[config.mk]
export PLATFORM = sky130hd
export DESIGN_NAME = vps_regs
export DESIGN_NICKNAME = d
export VERILOG_FILES = /design/src/rtl/vps_pkg.sv /design/src/rtl/vps_regs.sv
export VERILOG_INCLUDE_DIRS = /design/src /design/src/rtl
export SDC_FILE = /design/constraint.sdc
export NUM_CORES = 1
export LEC_CHECK = 0
export BUFFER_PORTS_ARGS = -buffer_cell sky130_fd_sc_hd__buf_2
export CELL_PAD_IN_SITES_DETAIL_PLACEMENT = 1
export CELL_PAD_IN_SITES_GLOBAL_PLACEMENT = 2
export CORE_MARGIN = 4
export CORE_UTILIZATION = 16
export CTS_CLUSTER_SIZE = 12
export DETAILED_ROUTE_END_ITERATION = 8
export HOLD_SLACK_MARGIN = 0.15
export PLACE_DENSITY_LB_ADDON = 0.3
export SYNTH_ARGS = -nofsm -noshare
export SYNTH_HDL_FRONTEND = slang
export SYNTH_SLANG_ARGS = --single-unit
[constraint.sdc]
create_clock -name clk -period 1.8 [get_ports clk]
set_input_delay 0.54 -clock clk [delete_from_list [all_inputs] [get_ports clk]]
set_output_delay 0.54 -clock clk [all_outputs]
set_load 0.02 [all_outputs]
[src/rtl/vps_consts.svh]
`ifndef VPS_CONSTS_SVH
`define VPS_CONSTS_SVH

// Host word offsets (byte addresses)
`define VPS_OFF_CHIP_IDENTITY_REVISION      12'h050
`define VPS_OFF_BYTE_ORDER  12'h064
`define VPS_OFF_PHY_SPECIAL 12'h1dc

// Management register index of the special word
`define VPS_MII_IDX_SPECIAL 5'h1f

// Constant pattern and identity (identity value is arbitrary)
`define VPS_BYTE_ORDER_VAL  32'h87654321
`define VPS_CHIP_ID_DEF     16'h5a5a
`define VPS_CHIP_REV_DEF    16'h0001

// Field positions in the special word
`define VPS_SPD_HI          4
`define VPS_SPD_LO          2
`define VPS_HB_BIT          0

`endif

[src/rtl/vps_pkg.sv]
package vps_pkg;
  typedef logic [31:0] vps_word_t;
  typedef logic [15:0] vps_half_t;
  typedef logic [11:0] vps_addr_t;
  typedef logic [2:0]  vps_speed_t;
endpackage

[src/rtl/vps_regs.sv]
`timescale 1ns/1ps
`include "vps_consts.svh"
// Functional notes
// - Speed/duplex field shows negotiation result when enabled
// - Otherwise follows speed-low and duplex bits
// - Bit zero writable heartbeat-test disable
// - Heartbeat disable resets to strap level
// - Reset or power control soft reset restores
// - Basic control reset bit also restores
// - Upper half padding; management sees 16 bits
// - Identity word: chip code and revision
// - Byte-order word returns 87654321h constant
// - Ordering follows bus width and endianness
// - Byte-order word readable while not ready
module vps_regs (
  input  wire logic                clk,
  input  wire logic                resetn,
  input  wire vps_pkg::vps_addr_t  host_addr,
  input  wire logic                host_rd,
  input  wire logic                host_wr,
  input  wire vps_pkg::vps_word_t  host_wdata,
  output logic                     host_rvalid,
  output vps_pkg::vps_word_t       host_rdata,
  input  wire logic                big_endian,
  input  wire logic                bus_16bit,
  input  wire logic                device_ready,
  input  wire logic [4:0]          mii_reg_index,
  input  wire logic                mii_rd,
  input  wire logic                mii_wr,
  input  wire vps_pkg::vps_half_t  mii_wdata,
  output logic                     mii_rvalid,
  output vps_pkg::vps_half_t       mii_rdata,
  input  wire logic                emu_autoneg_enable,
  input  wire logic                emu_speed_select_low,
  input  wire logic                emu_duplex_select,
  input  wire vps_pkg::vps_speed_t autoneg_result,
  input  wire logic                emu_phy_soft_reset_bit,
  input  wire logic                reset_control_reg_phy_rst,
  input  wire logic                power_mgmt_control_reg_phy_rst,
  input  wire logic                heartbeat_disable_strap,
  output logic                     heartbeat_test_disable
);
  import vps_pkg::*;

  // ****************************************
  // Helpers
  // ****************************************
  function automatic vps_speed_t speed_ind(input logic an,
                                           input vps_speed_t res,
                                           input logic sel_lo,
                                           input logic dup);
    if (an) begin
      speed_ind = res;
    end else begin
      speed_ind = {dup, sel_lo, ~sel_lo};
    end
  endfunction

  function automatic vps_word_t order(input vps_word_t w,
                                      input logic be,
                                      input logic b16);
    if (!be) begin
      order = w;
    end else if (b16) begin
      order = {w[23:16], w[31:24], w[7:0], w[15:8]};
    end else begin
      order = {w[7:0], w[15:8], w[23:16], w[31:24]};
    end
  endfunction

  // ****************************************
  // Heartbeat disable and strap
  // ****************************************
  logic      strap_reg, strap_next;
  logic      hb_reg, hb_next;
  logic      soft_rst;
  vps_half_t special_lo;

  assign soft_rst = reset_control_reg_phy_rst |
                    power_mgmt_control_reg_phy_rst |
                    emu_phy_soft_reset_bit;

  always_comb begin
    strap_next = strap_reg;
    hb_next    = hb_reg;
    if (soft_rst) begin
      hb_next = strap_reg;
    end else if (host_wr && host_addr == `VPS_OFF_PHY_SPECIAL &&
                 device_ready) begin
      hb_next = host_wdata[`VPS_HB_BIT];
    end else if (mii_wr && mii_reg_index == `VPS_MII_IDX_SPECIAL) begin
      hb_next = mii_wdata[`VPS_HB_BIT];
    end
  end

  always_ff @(posedge clk) begin
    if (!resetn) begin
      strap_reg <= heartbeat_disable_strap;
      hb_reg    <= heartbeat_disable_strap;
    end else begin
      strap_reg <= strap_next;
      hb_reg    <= hb_next;
    end
  end

  assign heartbeat_test_disable = hb_reg;

  assign special_lo = {11'h000,
                       speed_ind(emu_autoneg_enable, autoneg_result,
                                 emu_speed_select_low,
                                 emu_duplex_select),
                       1'b0, hb_reg};

  // ****************************************
  // Read paths
  // ****************************************
  logic      hrv_next, mrv_next;
  vps_word_t hrd_raw, hrd_next;
  vps_half_t mrd_next;

  always_comb begin
    hrd_raw = 32'h0000_0000;
    case (host_addr)
      `VPS_OFF_BYTE_ORDER: hrd_raw = `VPS_BYTE_ORDER_VAL;
      `VPS_OFF_CHIP_IDENTITY_REVISION: begin
        if (device_ready) begin
          hrd_raw = {`VPS_CHIP_ID_DEF, `VPS_CHIP_REV_DEF};
        end
      end
      `VPS_OFF_PHY_SPECIAL: begin
        if (device_ready) begin
          hrd_raw = {16'h0000, special_lo};
        end
      end
      default: hrd_raw = 32'h0000_0000;
    endcase
    hrv_next = host_rd;
    hrd_next = host_rd ? order(hrd_raw, big_endian, bus_16bit)
                       : 32'h0000_0000;
    mrv_next = mii_rd;
    mrd_next = (mii_rd && mii_reg_index == `VPS_MII_IDX_SPECIAL) ?
               special_lo : 16'h0000;
  end

  always_ff @(posedge clk) begin
    if (!resetn) begin
      host_rvalid <= 1'b0;
      host_rdata  <= 32'h0000_0000;
      mii_rvalid  <= 1'b0;
      mii_rdata   <= 16'h0000;
    end else begin
      host_rvalid <= hrv_next;
      host_rdata  <= hrd_next;
      mii_rvalid  <= mrv_next;
      mii_rdata   <= mrd_next;
    end
  end

  // ****************************************
  // Checks
  // ****************************************
  property p_byte_le;
    @(posedge clk) disable iff (!resetn)
    host_rd && host_addr == `VPS_OFF_BYTE_ORDER && !big_endian |=>
      host_rvalid && host_rdata == 32'h87654321;
  endproperty
  a_byte_le: assert property (p_byte_le)
    else $error("byte order word wrong");

  property p_byte_be;
    @(posedge clk) disable iff (!resetn)
    host_rd && host_addr == `VPS_OFF_BYTE_ORDER && big_endian &&
      !bus_16bit |=> host_rdata == 32'h21436587;
  endproperty
  a_byte_be: assert property (p_byte_be)
    else $error("big endian order wrong");

  property p_byte_nr;
    @(posedge clk) disable iff (!resetn)
    host_rd && !device_ready && host_addr == `VPS_OFF_BYTE_ORDER &&
      !big_endian ##1 1 |-> host_rdata != 32'h0000_0000;
  endproperty
  a_byte_nr: assert property (p_byte_nr)
    else $error("byte order word blank while not ready");

  property p_an;
    @(posedge clk) disable iff (!resetn)
    mii_rd && mii_reg_index == 5'h1f && emu_autoneg_enable |=>
      mii_rdata[4:2] == $past(autoneg_result);
  endproperty
  a_an: assert property (p_an)
    else $error("negotiated speed not shown");

  property p_forced;
    @(posedge clk) disable iff (!resetn)
    mii_rd && mii_reg_index == 5'h1f && !emu_autoneg_enable |=>
      mii_rdata[4:2] == {$past(emu_duplex_select),
                         $past(emu_speed_select_low),
                         !$past(emu_speed_select_low)};
  endproperty
  a_forced: assert property (p_forced)
    else $error("forced speed not shown");

  property p_hb_wr;
    @(posedge clk) disable iff (!resetn)
    host_wr && host_addr == `VPS_OFF_PHY_SPECIAL && device_ready &&
      !soft_rst |=> heartbeat_test_disable == $past(host_wdata[0]);
  endproperty
  a_hb_wr: assert property (p_hb_wr)
    else $error("heartbeat bit write lost");

  property p_strap;
    @(posedge clk)
    !resetn |=> heartbeat_test_disable == $past(heartbeat_disable_strap);
  endproperty
  a_strap: assert property (p_strap)
    else $error("strap not loaded");

  property p_soft;
    @(posedge clk) disable iff (!resetn)
    reset_control_reg_phy_rst || power_mgmt_control_reg_phy_rst |=>
      heartbeat_test_disable == $past(strap_reg);
  endproperty
  a_soft: assert property (p_soft)
    else $error("soft reset default missed");

  property p_softbit;
    @(posedge clk) disable iff (!resetn)
    emu_phy_soft_reset_bit |=> heartbeat_test_disable == $past(strap_reg);
  endproperty
  a_softbit: assert property (p_softbit)
    else $error("basic control reset missed");

  property p_pad;
    @(posedge clk) disable iff (!resetn)
    host_rd && host_addr == `VPS_OFF_PHY_SPECIAL && !big_endian |=>
      host_rdata[31:16] == 16'h0000 && host_rdata[15:5] == 11'h000 &&
      host_rdata[1] == 1'b0;
  endproperty
  a_pad: assert property (p_pad)
    else $error("padding or reserved bits set");

  property p_id;
    @(posedge clk) disable iff (!resetn)
    host_rd && host_addr == `VPS_OFF_CHIP_IDENTITY_REVISION && device_ready &&
      !big_endian |=> host_rdata[31:16] == `VPS_CHIP_ID_DEF;
  endproperty
  a_id: assert property (p_id)
    else $error("identity code wrong");

  property p_byte_b16;
    @(posedge clk) disable iff (!resetn)
    host_rd && host_addr == `VPS_OFF_BYTE_ORDER && big_endian &&
      bus_16bit |=> host_rdata == 32'h65872143;
  endproperty
  a_byte_b16: assert property (p_byte_b16)
    else $error("half word byte order wrong");

  // Skip the edge after reset, whose request was never taken
  property p_host_rv;
    @(posedge clk) disable iff (!resetn)
    $past(resetn) |-> host_rvalid == $past(host_rd);
  endproperty
  a_host_rv: assert property (p_host_rv)
    else $error("host read answer not exactly one cycle");

  property p_mii_rv;
    @(posedge clk) disable iff (!resetn)
    $past(resetn) |-> mii_rvalid == $past(mii_rd);
  endproperty
  a_mii_rv: assert property (p_mii_rv)
    else $error("management read answer not exactly one cycle");
endmodule

==> qor.txt <==
ys flop type - dfxtp_1
share of cells above drive strength 1 - 45.8%
Final ANT Viol Nets - 0
CTS tree - built
fin area - 2070 sq um
top-count cell post-synth - dfxtp_1
LEAKAGE - 1.09 nW
clk sink count - 35
Mapped Cells - 142
Max Transition Viols Final - 0
area taken by multi-input logic gates - 526 sq um
# setup viols final - 0
Clock transition at path regs - 0.07 ns
CP endpoint kind - flip-flop
final clock skew - 0.000347 ns
DP Area - 1940 sq um
first-pass GRT wire length - 6200 um
initial cell density of the core - 16.6%
Root Driver - clkbuf_8
worst-skew pair later-pin latency - 0.28 ns
via count - 1281
Syn Area/Cell - 9.64 sq um
DP Cell Count - 335
H-tree depth - 2
clk buf depth - 2
Comb pwr share - 8.8%
Seq/Total Area, Yosys - 52.7%
final core occ - 25.0%
Rows - 33
Setup CP Type - input port to flip-flop
final non-filler cell total - 343
internal power - 1.35 mW
post_cts resized - 0
WP data required - 1.83 ns
worst min path class - input port to flip-flop
I/O Buffers - 75
number of diodes - 0
Arrival @ worst endpoint - 1.69 ns
ranking of synthesized cells by area - dfxtp_1 48%, buf_4 9.3%, o21ai_0 5.5%, edfxtp_1 4.4%, nand2_1 3.3%
Max FO, Critical Path - 2
net switching power - 374 uW
Iteration-0 DRC Markers - 24
vias in the first global route - 1318
switching fraction of total power - 21.7%
NumNets Final - 321
synth warn - 0
top cell type's share of synthesized area - 48.3%
CTS Buf Count - 5
sequential share of power - 45.9%
number of synthesized flops with an enable pin - 2
Max IR drop VDD - 0.000254 V
WL/cell - 11.9 um
critical path launch point type - input port
routed vias/inst - 3.73
Final Hold Viols - 0
clock share of power - 45.2%
DR pass1 iterations - 4
io pins - 135
GRT Util Overall - 8.03%
pin count of the biggest net entering global routing - 12
Congestion Overflow GR - 0
max cap viols - 0
Syn-to-layout area delta - 51.1%
area leader, netlist - dfxtp_1
Highest Clock Rate - 605 MHz
Sequential Area - 721 sq um
hold_buf cts - 0
core area - 8260 sq um
final wirelength - 4080 um
die area - 10100 sq um
Tcrit/Tclk final - 91.9%
Layout fillers - 1002
outcome - finished clean
RSZ-0062 raised after global routing - no
Final Wtd Congestion - 0.693
Yosys cell types - 34
min Tclk post-route - 1.65 ns
flops & latches, synth - 35
initial antenna violation count - 0
top post-synthesis cells by count - 33 x dfxtp_1, 17 x buf_4, 15 x o21ai_0
Die Ht - 100 um
DRC viols - 0
PwrDens - 834 nW/um^2
synthesized cell area - 1370 sq um
DP Wirelength - 3450 um
Post-CTS Repair Setup Buffers - 0
Async SR Flop Fraction - 0%
Die W - 100 um
-- power groups by stage --
stage	registers (mW)	logic, mW	clock network [mW]
floorplan	0.816	0.0845	0
global placement	0.810	0.152	0
detailed placement	0.811	0.154	0
CTS	0.793	0.155	0.804
global route	0.793	0.169	0.838
finish	0.792	0.153	0.781
-- cells in the final DEF (no fill, tap or decap), drive strengths merged, types with 3 or more instances in the layout --
cell type   n
a21oi       3
nand2      12
nor2        6
nor3        4
dfxtp      33
nand3       6
and3        4
and2        4
o21ai      16
buf        97
inv         6
nand4       4
conb       13
clkbuf      7
-- through the flow --
step	setup TNS [ns]	total power [mW]	hold slack, ns	setup WS (ns)
after CTS	0	1.75	0.457	0.131
after floorplan	0	0.900	0.638	0.0397
after detailed placement	-1.58	0.965	0.571	-0.182
after global placement	-2.00	0.962	0.569	-0.203
after global routing	0	1.80	0.467	0.0578
final	0	1.73	0.468	0.146
-- per-layer routing --
layer  global-route usage, %  vias to the layer above  part of all wire [%]  routed length (um)
met2                    13.5                       55                    46                1890
met3                    2.91                        5                   9.8                 401
met4                    3.42                        0                   1.6                  64
met1                    9.19                      575                    42                1720
met5                       0                        -                     0                   0
li1                        -                      646                     -                   -
-- registers in the layout, summed over array words and instances, names as in the netlist --
name	cells
strap_next	1
mii_rdata	4
host_rdata	27
heartbeat_test_disable	1
mii_rvalid	1
host_rvalid	1
-- cell families after synthesis --
family / synth area share, %
simple gates: 22.8
mux: 1.55
flops: 52.7
compound gates: 10.5
other cells: 0.274
buf+inv: 12.2
-- worst max-delay path, stage by stage --
cell and delay [ns]:
buf_2 0.11, or4b_4 0.54, nor4_4 0.19, mux2i_1 0.23, o21ai_1 0.08
-- final timing paths --
path | start | end | cells past startpoint | slack (ns)
setup / recovery | host_addr[9] | heartbeat_test_disable | 5 | 0.15
hold / removal | heartbeat_disable_strap | strap_next | 1 | 0.47
setup reg to reg | strap_next | heartbeat_test_disable | 3 | 0.85
hold reg to reg | heartbeat_test_disable | mii_rdata[0] | 1 | 0.57
-- layout make-up --
| cell class | count | area share [%] |
|---|---|---|
| Multi-Input combinational cell | 92 | 25.4 |
| Inverter | 6 | 1.09 |
| Clock inverter | 1 | 1.45 |
| Sequential cell | 35 | 34.8 |
| Timing Repair Buffer | 97 | 26.1 |
| Tap cell | 105 | 6.35 |
| Clock buffer | 7 | 4.72 |
Note: power is estimated with default switching activity, not from simulation.
